--- src/rtl/nfhp_pkg.sv ---
package nfhp_pkg;

    // Clock and strobe timing
    localparam int CLK_NS         = 40;
    localparam int RD_CYC_HV_NS   = 20;
    localparam int RD_CYC_LV_NS   = 30;
    localparam int WE_LOW_NS      = 25;
    localparam int WE_HIGH_NS     = 15;
    localparam int REA_NS         = 30;
    localparam int SYNC_STAGES    = 2;
    // Worst read cycle sets each strobe phase, rounded up, never below one cycle
    localparam int RD_PHASE_CYC   = (RD_CYC_LV_NS + 2 * CLK_NS - 1) / (2 * CLK_NS);
    localparam int WE_LOW_CYC     = (WE_LOW_NS + CLK_NS - 1) / CLK_NS;
    localparam int WE_HIGH_CYC    = (WE_HIGH_NS + CLK_NS - 1) / CLK_NS;
    localparam int REA_CYC        = (REA_NS + CLK_NS - 1) / CLK_NS;
    localparam int RE_LOW_RAW     = REA_CYC + SYNC_STAGES;
    localparam int RE_LOW_CYC     = (RE_LOW_RAW > RD_PHASE_CYC) ? RE_LOW_RAW : RD_PHASE_CYC;
    localparam int RE_HIGH_CYC    = RD_PHASE_CYC;
    localparam int SETTLE_CYC     = 4;

    // Array geometry and address layout
    localparam int BLOCKS         = 4096;
    localparam int PLANES         = 2;
    localparam int PAGES_PER_BLK  = 64;
    localparam int COL_W_X8       = 12;
    localparam int COL_W_X16      = 11;
    localparam int PAGE_W         = 6;
    localparam int BLOCK_W        = 12;
    localparam int ADDR_W         = 32;
    localparam int ADDR_IDX_COL0  = 0;
    localparam int ADDR_IDX_COL1  = 1;
    localparam int ADDR_IDX_ROW0  = 2;
    localparam int ADDR_IDX_ROW1  = 3;
    localparam int ADDR_IDX_LAST  = 4;
    localparam int CNT_W          = 4;
    localparam int IO_W           = 16;

    typedef enum logic [2:0]
    {
        OP_CMD,
        OP_ADDR_COL,
        OP_ADDR_ROW,
        OP_ADDR_FULL,
        OP_WRITE,
        OP_READ,
        OP_WAIT,
        OP_DESELECT
    } nfhp_op_type;

    typedef struct packed
    {
        nfhp_op_type          op;
        logic [IO_W-1:0]      data;
        logic [COL_W_X8-1:0]  col;
        logic [PAGE_W-1:0]    page;
        logic [BLOCK_W-1:0]   block;
    } nfhp_req_type;

    typedef struct packed
    {
        logic ce_n;
        logic cle;
        logic ale;
        logic we_n;
        logic re_n;
        logic wp_n;
    } nfhp_ctl_type;

    localparam nfhp_ctl_type CTL_RESET = '{ce_n: 1'b1, cle: 1'b0, ale: 1'b0,
                                           we_n: 1'b1, re_n: 1'b1, wp_n: 1'b0};

endpackage : nfhp_pkg

--- src/rtl/nfhp_sync.sv ---
`timescale 1ns/1ps
`default_nettype none

module nfhp_sync
#(
    parameter int W = 1
)
(
    input  wire logic         i_clk,
    input  wire logic         i_rstn,
    input  wire logic         i_en,
    input  wire logic [W-1:0] i_d,
    output var  logic [W-1:0] o_q
);

    logic [W-1:0] meta_q;
    logic [W-1:0] meta_d;
    logic [W-1:0] sync_q;
    logic [W-1:0] sync_d;

    always_comb
    begin
        meta_d = i_en ? i_d : meta_q;
        sync_d = i_en ? meta_q : sync_q;
    end

    always_ff @(posedge i_clk or negedge i_rstn)
    begin
        if (!i_rstn)
        begin
            meta_q <= '0;
            sync_q <= '0;
        end
        else
        begin
            meta_q <= meta_d;
            sync_q <= sync_d;
        end
    end

    assign o_q = sync_q;

endmodule : nfhp_sync

`default_nettype wire

--- src/rtl/nfhp_host.sv ---
`timescale 1ns/1ps
`default_nettype none

// Functional notes
// [RQ1] Device latches io_bus on write strobe rise
// [RQ2] Command latch raised only during command cycles
// [RQ3] Address latch raised only for address bytes
// [RQ4] Device floats io_bus when deselected or unread
// [RQ5] Busy device ignores chip enable changes
// [RQ6] Read strobe fall outputs word, column advances
// [RQ7] Write protect low blocks program and erase
// [RQ8] Ready_busy_n wired line, low means busy
// [RQ9] Array holds 4096 blocks of 64 pages
// [RQ10] Two planes of 2048 blocks each
// [RQ11] Multi-plane: one page or block per plane
// [RQ12] Page program 200us, block erase 2ms typical
// [RQ13] Device runs program and erase internally
// [RQ14] Read strobe cycle no faster than 20/30ns
// [RQ15] Upper data byte only in 16-bit organisation
// [RQ16] x8 column bits 0-11 in first two cycles
// [RQ17] Address bit 18 selects plane or block
// [RQ18] Device holds ready_busy_n low while operating
module nfhp_host
    import nfhp_pkg::*;
#(
    parameter bit X16 = 1'b0
)
(
    input  wire logic            i_clk,
    input  wire logic            i_rstn,
    input  wire logic            i_en,
    input  wire logic            i_wp_allow,
    input  wire logic            i_req_valid,
    output var  logic            o_req_ready,
    input  wire nfhp_req_type    i_req,
    output var  logic            o_rsp_valid,
    output var  logic [IO_W-1:0] o_rsp_data,
    output var  logic            o_ce_n,
    output var  logic            o_cle,
    output var  logic            o_ale,
    output var  logic            o_we_n,
    output var  logic            o_re_n,
    output var  logic            o_wp_n,
    output var  logic [IO_W-1:0] o_io_bus,
    output var  logic [IO_W-1:0] o_io_bus_oe_n,
    input  wire logic [IO_W-1:0] i_io_bus,
    input  wire logic            i_ready_busy_n
);

    localparam int          CW       = X16 ? COL_W_X16 : COL_W_X8;
    localparam logic [31:0] COL_MASK = (32'h1 << CW) - 32'h1;

    typedef enum logic [2:0]
    {
        S_IDLE,
        S_SETUP,
        S_WLOW,
        S_WHIGH,
        S_RLOW,
        S_RHIGH,
        S_SETTLE,
        S_WAIT
    } nfhp_state_type;

    nfhp_state_type   st_q, st_d;
    nfhp_ctl_type     ctl_q, ctl_d;
    nfhp_req_type     req_q, req_d;
    logic [CNT_W-1:0] cnt_q, cnt_d;
    logic [2:0]       idx_q, idx_d;
    logic [2:0]       last_q, last_d;
    logic [IO_W-1:0]  io_q, io_d;
    logic             drive_q, drive_d;
    logic             wide_q, wide_d;
    logic             sel_q, sel_d;
    logic             rsp_valid_q, rsp_valid_d;
    logic [IO_W-1:0]  rsp_q, rsp_d;
    logic [IO_W-1:0]  io_sync;
    logic             rb_sync;

    nfhp_sync
    #(
        .W (IO_W + 1)
    )
    u_sync
    (
        .i_clk  (i_clk),
        .i_rstn (i_rstn),
        .i_en   (i_en),
        .i_d    ({i_ready_busy_n, i_io_bus}),
        .o_q    ({rb_sync, io_sync})
    );

    // Plane select falls on block bit 0, i.e. address bit 18 on x8
    function automatic logic [7:0] addr_byte(input nfhp_req_type r, input logic [2:0] idx);
        logic [31:0] a;
        logic [31:0] row;
        a   = (32'(r.block) << (PAGE_W + CW)) | (32'(r.page) << CW)
            | (32'(r.col) & COL_MASK); // RQ17
        row = a >> CW;
        unique case (idx)
            3'(ADDR_IDX_COL0): addr_byte = a[7:0]; // RQ16
            3'(ADDR_IDX_COL1): addr_byte = a[15:8] & COL_MASK[15:8]; // RQ16
            3'(ADDR_IDX_ROW0): addr_byte = row[7:0];
            3'(ADDR_IDX_ROW1): addr_byte = row[15:8];
            default:           addr_byte = row[23:16];
        endcase
    endfunction : addr_byte

    always_comb
    begin
        st_d        = st_q;
        ctl_d       = ctl_q;
        req_d       = req_q;
        cnt_d       = cnt_q;
        idx_d       = idx_q;
        last_d      = last_q;
        io_d        = io_q;
        drive_d     = drive_q;
        wide_d      = wide_q;
        sel_d       = sel_q;
        rsp_valid_d = 1'b0;
        rsp_d       = rsp_q;
        ctl_d.wp_n  = i_wp_allow; // RQ7
        // Chip stays selected across a whole sequence, including busy waits
        ctl_d.ce_n  = ~(sel_d || (st_q != S_IDLE));
        unique case (st_q)
            S_IDLE:
            begin
                if (i_req_valid)
                begin
                    req_d = i_req;
                    sel_d = 1'b1;
                    idx_d = 3'(ADDR_IDX_COL0);
                    last_d = 3'(ADDR_IDX_COL0);
                    unique case (i_req.op)
                        OP_CMD:
                        begin
                            ctl_d.cle = 1'b1; // RQ2
                            io_d      = {8'h00, i_req.data[7:0]};
                            drive_d   = 1'b1;
                            wide_d    = 1'b0;
                            st_d      = S_SETUP;
                        end
                        OP_ADDR_COL, OP_ADDR_ROW, OP_ADDR_FULL:
                        begin
                            ctl_d.ale = 1'b1; // RQ3
                            idx_d   = (i_req.op == OP_ADDR_ROW) ? 3'(ADDR_IDX_ROW0)
                                                               : 3'(ADDR_IDX_COL0);
                            last_d  = (i_req.op == OP_ADDR_COL) ? 3'(ADDR_IDX_COL1)
                                                               : 3'(ADDR_IDX_LAST);
                            io_d    = {8'h00, addr_byte(i_req, idx_d)};
                            drive_d = 1'b1;
                            wide_d  = 1'b0;
                            st_d    = S_SETUP;
                        end
                        OP_WRITE:
                        begin
                            io_d    = X16 ? i_req.data : {8'h00, i_req.data[7:0]};
                            drive_d = 1'b1;
                            wide_d  = X16; // RQ15
                            st_d    = S_SETUP;
                        end
                        OP_READ:
                        begin
                            ctl_d.re_n = 1'b0;
                            cnt_d      = CNT_W'(RE_LOW_CYC - 1); // RQ14
                            st_d       = S_RLOW;
                        end
                        OP_WAIT:
                        begin
                            cnt_d = CNT_W'(SETTLE_CYC - 1);
                            st_d  = S_SETTLE;
                        end
                        OP_DESELECT:
                        begin
                            sel_d       = 1'b0;
                            rsp_valid_d = 1'b1;
                        end
                    endcase
                    ctl_d.ce_n = ~(sel_d || (st_d != S_IDLE));
                end
            end
            S_SETUP:
            begin
                ctl_d.we_n = 1'b0;
                cnt_d      = CNT_W'(WE_LOW_CYC - 1);
                st_d       = S_WLOW;
            end
            S_WLOW:
            begin
                if (cnt_q == '0)
                begin
                    // Rising write strobe latches the byte held since setup, or since the strobe fell for later address bytes
                    ctl_d.we_n = 1'b1;
                    cnt_d      = CNT_W'(WE_HIGH_CYC - 1);
                    st_d       = S_WHIGH;
                end
                else
                begin
                    cnt_d = cnt_q - CNT_W'(1);
                end
            end
            S_WHIGH:
            begin
                if (cnt_q != '0)
                begin
                    cnt_d = cnt_q - CNT_W'(1);
                end
                else if (idx_q != last_q)
                begin
                    idx_d      = idx_q + 3'd1;
                    io_d       = {8'h00, addr_byte(req_q, idx_d)}; // RQ3
                    ctl_d.we_n = 1'b0;
                    cnt_d      = CNT_W'(WE_LOW_CYC - 1);
                    st_d       = S_WLOW;
                end
                else
                begin
                    ctl_d.cle   = 1'b0; // RQ2
                    ctl_d.ale   = 1'b0; // RQ3
                    drive_d     = 1'b0;
                    wide_d      = 1'b0;
                    rsp_valid_d = 1'b1;
                    st_d        = S_IDLE;
                end
            end
            S_RLOW:
            begin
                if (cnt_q == '0)
                begin
                    // Low phase spans access time plus the two sync stages
                    rsp_d      = X16 ? io_sync : {8'h00, io_sync[7:0]}; // RQ15
                    ctl_d.re_n = 1'b1;
                    cnt_d      = CNT_W'(RE_HIGH_CYC - 1); // RQ14
                    st_d       = S_RHIGH;
                end
                else
                begin
                    cnt_d = cnt_q - CNT_W'(1);
                end
            end
            S_RHIGH:
            begin
                if (cnt_q == '0)
                begin
                    rsp_valid_d = 1'b1;
                    st_d        = S_IDLE;
                end
                else
                begin
                    cnt_d = cnt_q - CNT_W'(1);
                end
            end
            S_SETTLE:
            begin
                // Skip stale ready level until the device has pulled the line
                if (cnt_q == '0)
                begin
                    st_d = S_WAIT;
                end
                else
                begin
                    cnt_d = cnt_q - CNT_W'(1);
                end
            end
            S_WAIT:
            begin
                if (rb_sync)
                begin
                    rsp_valid_d = 1'b1; // RQ8
                    st_d        = S_IDLE;
                end
            end
        endcase
    end

    always_ff @(posedge i_clk or negedge i_rstn)
    begin
        if (!i_rstn)
        begin
            st_q        <= S_IDLE;
            ctl_q       <= CTL_RESET;
            req_q       <= '0;
            cnt_q       <= '0;
            idx_q       <= '0;
            last_q      <= '0;
            io_q        <= '0;
            drive_q     <= 1'b0;
            wide_q      <= 1'b0;
            sel_q       <= 1'b0;
            rsp_valid_q <= 1'b0;
            rsp_q       <= '0;
        end
        else if (i_en)
        begin
            st_q        <= st_d;
            ctl_q       <= ctl_d;
            req_q       <= req_d;
            cnt_q       <= cnt_d;
            idx_q       <= idx_d;
            last_q      <= last_d;
            io_q        <= io_d;
            drive_q     <= drive_d;
            wide_q      <= wide_d;
            sel_q       <= sel_d;
            rsp_valid_q <= rsp_valid_d;
            rsp_q       <= rsp_d;
        end
    end

    // Upper lines stay released unless a 16-bit data word is written
    for (genvar b = 0; b < IO_W; b++)
    begin : g_oe
        if (b < 8)
        begin : g_lo
            assign o_io_bus_oe_n[b] = ~drive_q;
        end
        else
        begin : g_hi
            assign o_io_bus_oe_n[b] = ~(drive_q & wide_q); // RQ15
        end
    end

    assign o_req_ready = (st_q == S_IDLE) && i_en;
    assign o_rsp_valid = rsp_valid_q;
    assign o_rsp_data  = rsp_q;
    assign o_ce_n      = ctl_q.ce_n;
    assign o_cle       = ctl_q.cle;
    assign o_ale       = ctl_q.ale;
    assign o_we_n      = ctl_q.we_n;
    assign o_re_n      = ctl_q.re_n;
    assign o_wp_n      = ctl_q.wp_n;
    assign o_io_bus    = io_q;

endmodule : nfhp_host

`default_nettype wire

--- config.mk ---
export PLATFORM = sky130hd
export DESIGN_NAME = nfhp_host
export DESIGN_NICKNAME = d
export VERILOG_FILES = /design/src/rtl/nfhp_pkg.sv /design/src/rtl/nfhp_sync.sv /design/src/rtl/nfhp_host.sv
export SDC_FILE = /design/constraint.sdc
export NUM_CORES = 1
export LEC_CHECK = 0
export BUFFER_PORTS_ARGS = -buffer_cell sky130_fd_sc_hd__buf_4
export CAP_MARGIN = 25
export CORE_AREA = 4 4 142 144
export DETAILED_ROUTE_END_ITERATION = 8
export DIE_AREA = 0 0 146 148
export PLACE_DENSITY_LB_ADDON = 0.05
export SLEW_MARGIN = 20
export SYNTH_ARGS = -nofsm -noshare
export SYNTH_HDL_FRONTEND = slang
export SYNTH_SLANG_ARGS = --single-unit
--- constraint.sdc ---
create_clock -name i_clk -period 3.3 [get_ports i_clk]
set_input_delay 0.165 -clock i_clk [delete_from_list [all_inputs] [get_ports i_clk]]
set_output_delay 0.165 -clock i_clk [all_outputs]
set_load 0.02 [all_outputs]
==> impl_metrics.ini, run 1 <==
[status]
status = finished clean

[routing]
drc = 0
routed_wl_um = 12500
dr.pass1.iters = 4
wl_per_cell_um = 17.5
drt_iter0_drc = 142
ant_nets = 0
vias_per_cell = 4.57
vias = 3264

[placed_design]
postPlaceCellArea_um2 = 5340
post-place-cells = 698
gp_congestion = 0.728
port_buffers = 86
dpl.hpwl_um = 8920

[floorplan]
io_pins = 127
dieArea_um2 = 21600
die_x_um = 146
fp.dieH_um = 148
core-area_um2 = 18700
initial_core_util_pct = 24.8
rows = 50

[critical_path]
path_class = register to register
critPathSlowestCell = dfrtp_1
arrival_ns = 2.61
cp-start-kind = register
cp_cell_sequence = nand2_1, nor2_1, buf_4, a211oi_4, mux2_2
cp_max_fo = 19
max_stage_delay_ns = 0.75
startpoint = st_q[1]
cp.required_ns = 3.54
reg2reg_from = st_q[1]
critPathCaptureType = register

[sta]
slew_headroom_pct = 50.2
finalSetupViolCount = 0
finalCriticalPeriod_ns = 2.37
tightest_slew_ns = 0.744
rsz0062_at_grt = no
fin_tns_setup_ns = 0
final_max_slew_viol_count = 0
hold_viol = 0
maxClockFrequency_mhz = 422
clock_skew_ns = 0.00759
finalCritPeriodShare_pct = 71.8

[finish]
layout.nets = 553
drive_gt1_share_pct = 39.9
diodes = 0
area_growth_pct = 22.3
layout_common_cells = buf_4 (94), dfrtp_1 (82), mux2_2 (36)
finalInstanceArea_um2 = 5680
layout_commonest_cell = buf_4
final_cells = 715

[clock_tree]
cts_tree = yes
insertion_delay_ns = 0.35
numCtsBuffers = 9
path_clk_slew_ns = 0.07
clkSinkCount = 85
cts.repair.resized = 0
cts_buffer_depth = 2
cts-root-buf = clkbuf_16
htree_num_levels = 3

[power]
switching_share_pct = 38.5
pwr-share-seq_pct = 34.0
p_int_w = 0.00312
finalPower_w = 0.00508
power_switching_w = 0.00196
irDropWorstVdd_mv = 0.254
p_clk_share_pct = 22.6
power.density_nw_per_um2 = 895
combPwrFrac_pct = 43.4
leakagePower_nw = 2.65

[run]
cap_violations = 0

[synthesis]
netlist-cell-type-count = 59
seq_area_frac_synth_pct = 45.9
synth_area_um2 = 4640
ys_async_sr_fraction_pct = 100
synthCells = 403
ys_ff_latch = 85
yosysWarnings = 0
synth_edf_count = 0
avgSynthCellArea_um2 = 11.5
synth_flop_cell = dfrtp_1

[grt]
grt_first_pass_wirelength_um = 19900
grt-ovfl-total = 0
grt_usage_pct = 11.8
antenna_found_initial = 0
grt_pass1_vias = 3379
grt_max_degree = 41

[hold_path]
hp-class = primary input to register
hold_start = i_req[6]
-- path summary, 6_finish.rpt --
check                                     end  slack (ns)  depth (start not counted)
worst min-delay path                 req_q[6]        0.05                          2
worst max register to register    o_io_bus[0]        0.93                          5
worst min register to register         o_re_n        0.47                          2
worst max-delay path              o_io_bus[0]        0.93                          5
min in group asynchronous       o_rsp_data[5]        0.34                          2
max in group asynchronous           req_q[25]        2.20                          3
-- layout make-up --
cell class	instances	area [um^2]
clock buffer	9	225
tap	234	293
multi-input combinational	273	2160
fill	1938	13000
inverter	12	45.0
timing repair buffer	95	716
sequential	85	2130
clock inverter	7	105
-- through the flow --
step | hold WS, ns | utilization, % | setup WS [ns]
6_report | 0.0451 | 30.3 | 0.930
5_1_grt | 0.0339 | 30.3 | 0.761
4_1_cts | 0.0282 | 30.3 | 0.884
3_5_place_dp | 0.193 | 28.5 | 0.893
3_3_place_gp | 0.190 | 28.5 | 0.921
2_1_floorplan | -0.131 | - | 1.51
-- worst max-delay path, delay by kind of cell, from the launching register on --
family	cells	cell delay, ns
buf+inv	1	0.28
simple gates	2	0.78
compound gates	1	0.14
mux	1	0.32
flops	1	0.75
-- cell families (layout without fill, tap and decap cells) --
kind of cell | Yosys count | after routing | synth area share (%)
and+or+nand+nor | 82 | 82 | 9.86
adders and majority gates | 6 | 6 | 1.62
buffers and inverters | 67 | 123 | 9.33
muxes | 63 | 63 | 17.1
xor gates and xnor gates | 5 | 5 | 0.943
DFF | 85 | 85 | 45.9
AOI/OAI and AO/OA | 93 | 93 | 15.0
other | 2 | 24 | 0.162
-- power groups by stage --
stage	clock network, W	registers, W	logic [W]
after detailed placement	0	0.00175	0.00221
after CTS	0.00118	0.00173	0.00222
after global placement	0	0.00174	0.00220
after global routing	0.00122	0.00179	0.00241
final	0.00115	0.00173	0.00220
after floorplan	0	0.00173	0.00161
-- registers in the layout, summed over array words and instances (netlist names) --
signal / count
req_q: 30
cnt_q: 4
o_we_n: 1
drive_q: 1
o_re_n: 1
o_ce_n: 1
idx_q: 3
o_ale: 1
o_rsp_valid: 1
u_sync.o_q: 9
u_sync.meta_q: 9
o_io_bus: 8
st_q: 3
o_rsp_data: 8
sel_q: 1
o_cle: 1
o_wp_n: 1
last_q: 2
-- routing by layer --
layer  up-vias  global-route usage [%]  wire length, um
met5         -                       0                0
met4         0                    4.66              272
met3        21                    2.58              660
met2       100                    17.1             5460
met1      1601                    16.9             6130
li1       1542                       -                -
-- timing repair --
action / 4_1_cts / 5_1_grt
hold buffers: 1 / 0
setup buffers: 0 / 0
endpoints found under the hold margin: 35 / 0
-- synth_stat cells (all sizes together) (4+ instances only) --
cell,count,area [um^2]
a31oi,5,31.3
a22oi,8,60.1
a222oi,4,40.0
mux2,60,766
a22o,6,52.6
o21ai,12,63.8
nor2b,7,43.8
xor2,4,35.0
or2,4,25.0
a211oi,11,95.1
or3,4,30.0
buf,48,362
dfrtp,82,2050
nor3,6,46.3
o22ai,8,50.1
nor2,29,125
o32a,4,40.0
nand2,16,67.6
a21oi,21,109
ha,6,75.1
clkbuf,7,26.3
inv,12,45.0
(Power assumes the default switching activity.)
==> run 2, diff against run 1 <==
--- a/config.mk
+++ b/config.mk
@@ -5,11 +5,12 @@
 export SDC_FILE = /design/constraint.sdc
 export NUM_CORES = 1
 export LEC_CHECK = 0
+export ABC_AREA = 1
 export BUFFER_PORTS_ARGS = -buffer_cell sky130_fd_sc_hd__buf_4
 export CAP_MARGIN = 25
-export CORE_AREA = 4 4 142 144
+export CORE_AREA = 4 4 143 145
 export DETAILED_ROUTE_END_ITERATION = 8
-export DIE_AREA = 0 0 146 148
+export DIE_AREA = 0 0 147 149
 export PLACE_DENSITY_LB_ADDON = 0.05
 export SLEW_MARGIN = 20
 export SYNTH_ARGS = -nofsm -noshare
==> constraint.sdc (replaced) <==
create_clock -name i_clk -period 1.95 [get_ports i_clk]
set_input_delay 0.0975 -clock i_clk [delete_from_list [all_inputs] [get_ports i_clk]]
set_output_delay 0.0975 -clock i_clk [all_outputs]
set_load 0.02 [all_outputs]
==> impl_metrics.ini, run 2 <==
[status]
status = finished clean

[synthesis]
seq_area_frac_synth_pct = 45.2
synth_top_area_share_pct = 43.5
ys_ff_latch = 85
avgSynthCellArea_um2 = 7.76
ys_async_sr_fraction_pct = 100
yosysWarnings = 0
netlist-cell-type-count = 38
synthTopCellsByArea = dfrtp_1 (44%), nand2_1 (18%), nand3_1 (5.6%), buf_4 (5.6%), o21ai_0 (4.1%)
synth_common_cells = nand2_1 (230), dfrtp_1 (82), nand3_1 (53), inv_1 (40), o21ai_0 (39)
synthCells = 608
synth_area_um2 = 4720
synth_area_leader_cell = dfrtp_1
synth_edf_count = 0
synth.most_common_cell = nand2_1
synth_flop_cell = dfrtp_1

[clock_tree]
cts_tree = yes
path_clk_slew_ns = 0.07
htree_num_levels = 3
numCtsBuffers = 9
cts-root-buf = clkbuf_16
insertion_delay_ns = 0.35
clkSinkCount = 85
cts_buffer_depth = 2

[sta]
maxClockFrequency_mhz = 572
rsz0062_at_grt = no
finalCriticalPeriod_ns = 1.75
tightest_slew_ns = 0.533
hold_viol = 0
fin_tns_setup_ns = 0
clock_skew_ns = 0.00715
slew_headroom_pct = 64.5
finalCritPeriodShare_pct = 89.6
finalSetupViolCount = 0
final_max_slew_viol_count = 0

[critical_path]
cp_max_fo = 24
critPathCaptureType = register
cp-start-kind = register
critPathSlowestCell = dfrtp_1
arrival_ns = 2.04
crit_top_cell = nand2_1
max_stage_delay_ns = 0.56
path_class = register to register
cp_cell_sequence = nor2_8, nand2_4, nor2_4, nand2_2, inv_2, nand2_1, nand2_1
cp.required_ns = 2.24

[floorplan]
core-area_um2 = 19200
initial_core_util_pct = 24.6
io_pins = 127
rows = 51
fp.dieH_um = 149
dieArea_um2 = 21900
die_x_um = 147

[finish]
regMostFlops = req_q
drive_gt1_share_pct = 22.1
area_growth_pct = 30.2
largest_reg_flops = 30
layout_common_cells = nand2_1 (230), buf_4 (97), dfrtp_1 (82)
layout_commonest_cell = nand2_1
final_cells = 989
diodes = 0
layout.nets = 796

[run]
cap_violations = 0

[routing]
wl_per_cell_um = 13.9
routed_wl_um = 13800
drc = 0
vias = 4153
vias_per_cell = 4.20
drt_iter0_drc = 258
ant_nets = 0
dr.pass1.iters = 6

[grt]
grt-ovfl-total = 0
antenna_found_initial = 0
grt_first_pass_wirelength_um = 21700
grt_max_degree = 37
grt_pass1_vias = 4037
grt_usage_pct = 12.6

[hold_path]
hp-class = primary input to register

[placed_design]
dpl.hpwl_um = 10200
post-place-cells = 937
gp_congestion = 0.778
port_buffers = 86

[power]
irDropWorstVdd_mv = 0.445
leakagePower_nw = 3.14
power.density_nw_per_um2 = 1330
-- run 2: cell types whose count changed after synthesis, sizes merged, moves of 13 or more --
cell,change
nand3,+55
a21oi,-13
inv,+39
nand2,+224
mux2,-60
o21ai,+33
-- run 2: timing repair --
action / CTS / global route
setup endpoints to repair: 0 / 1
setup buffers: 0 / 0
hold buffers: 36 / 0
hold endpoints to repair: 68 / 0
gates resized for setup: 0 / 1
-- run 2: final cells by class --
cell class	count	area [um^2]
multi-input cells	438	2080
inverters	51	194
fillers	2085	13100
well taps	265	332
clock inverters	6	51.3
flip-flops and latches	85	2130
clock buffers	10	239
repair buffers	134	1110
-- run 2: final timing paths --
kind | from | end | slack (ns) | depth (start not counted)
worst max-delay path | st_q[2] | req_q[18] | 0.20 | 7
max in group asynchronous | i_rstn | o_re_n | 1.04 | 3
worst min register to register | u_sync.meta_q[2] | u_sync.meta_q[2] | 0.47 | 2
worst min-delay path | i_req[16] | req_q[16] | 0.05 | 3
worst max register to register | st_q[2] | req_q[18] | 0.20 | 7
min in group asynchronous | i_rstn | req_q[7] | 0.27 | 2
-- run 2: power by group --
group          leakage, nW  switching [W]  internal [W]
combinational         1.94        0.00219       0.00135
clock                0.146       0.000805      0.000922
sequential            1.06       0.000483       0.00242
total                 3.14        0.00348       0.00469
-- run 2: cell families (layout without fill, tap and decap cells) --
family	Yosys count	after routing	share of synthesized area, %
flops	85	85	45.2
other cells	2	24	0.159
fa+ha+maj	6	6	1.59
xor+xnor	1	1	0.186
simple gates	343	343	32.5
compound gates	64	64	7.91
buf+inv	107	201	12.5
-- run 2: per-stage QoR --
| stage | setup slack [ns] | instance area, um^2 | utilization, % | total power (W) | hold slack (ns) |
|---|---|---|---|---|---|
| 6_report | 0.203 | 6140 | 32.0 | 0.00817 | 0.0465 |
| 5_1_grt | 0.0289 | 6140 | 32.0 | 0.00886 | 0.0654 |
| 4_1_cts | 0.152 | 6130 | 31.9 | 0.00833 | 0.0355 |
| 3_5_place_dp | 0.181 | 5480 | 28.5 | 0.00648 | 0.118 |
| 3_3_place_gp | 0.183 | 5480 | 28.5 | 0.00644 | 0.117 |
| 2_1_floorplan | 0.465 | 4800 | - | 0.00537 | -0.198 |
-- run 2: routing by layer --
metal	global-route usage, %	part of all wire [%]	vias up
met4	4.47	1.1	0
met1	15.8	46	1965
met3	2.52	4.0	10
li1	-	-	2103
met5	0	0	-
met2	21.6	49	75
-- run 2: worst max-delay path, delay by kind of cell (launching register included) --
family        cells  cell delay, ns
buf+inv           1            0.36
simple gates      6            0.76
flops             1            0.56
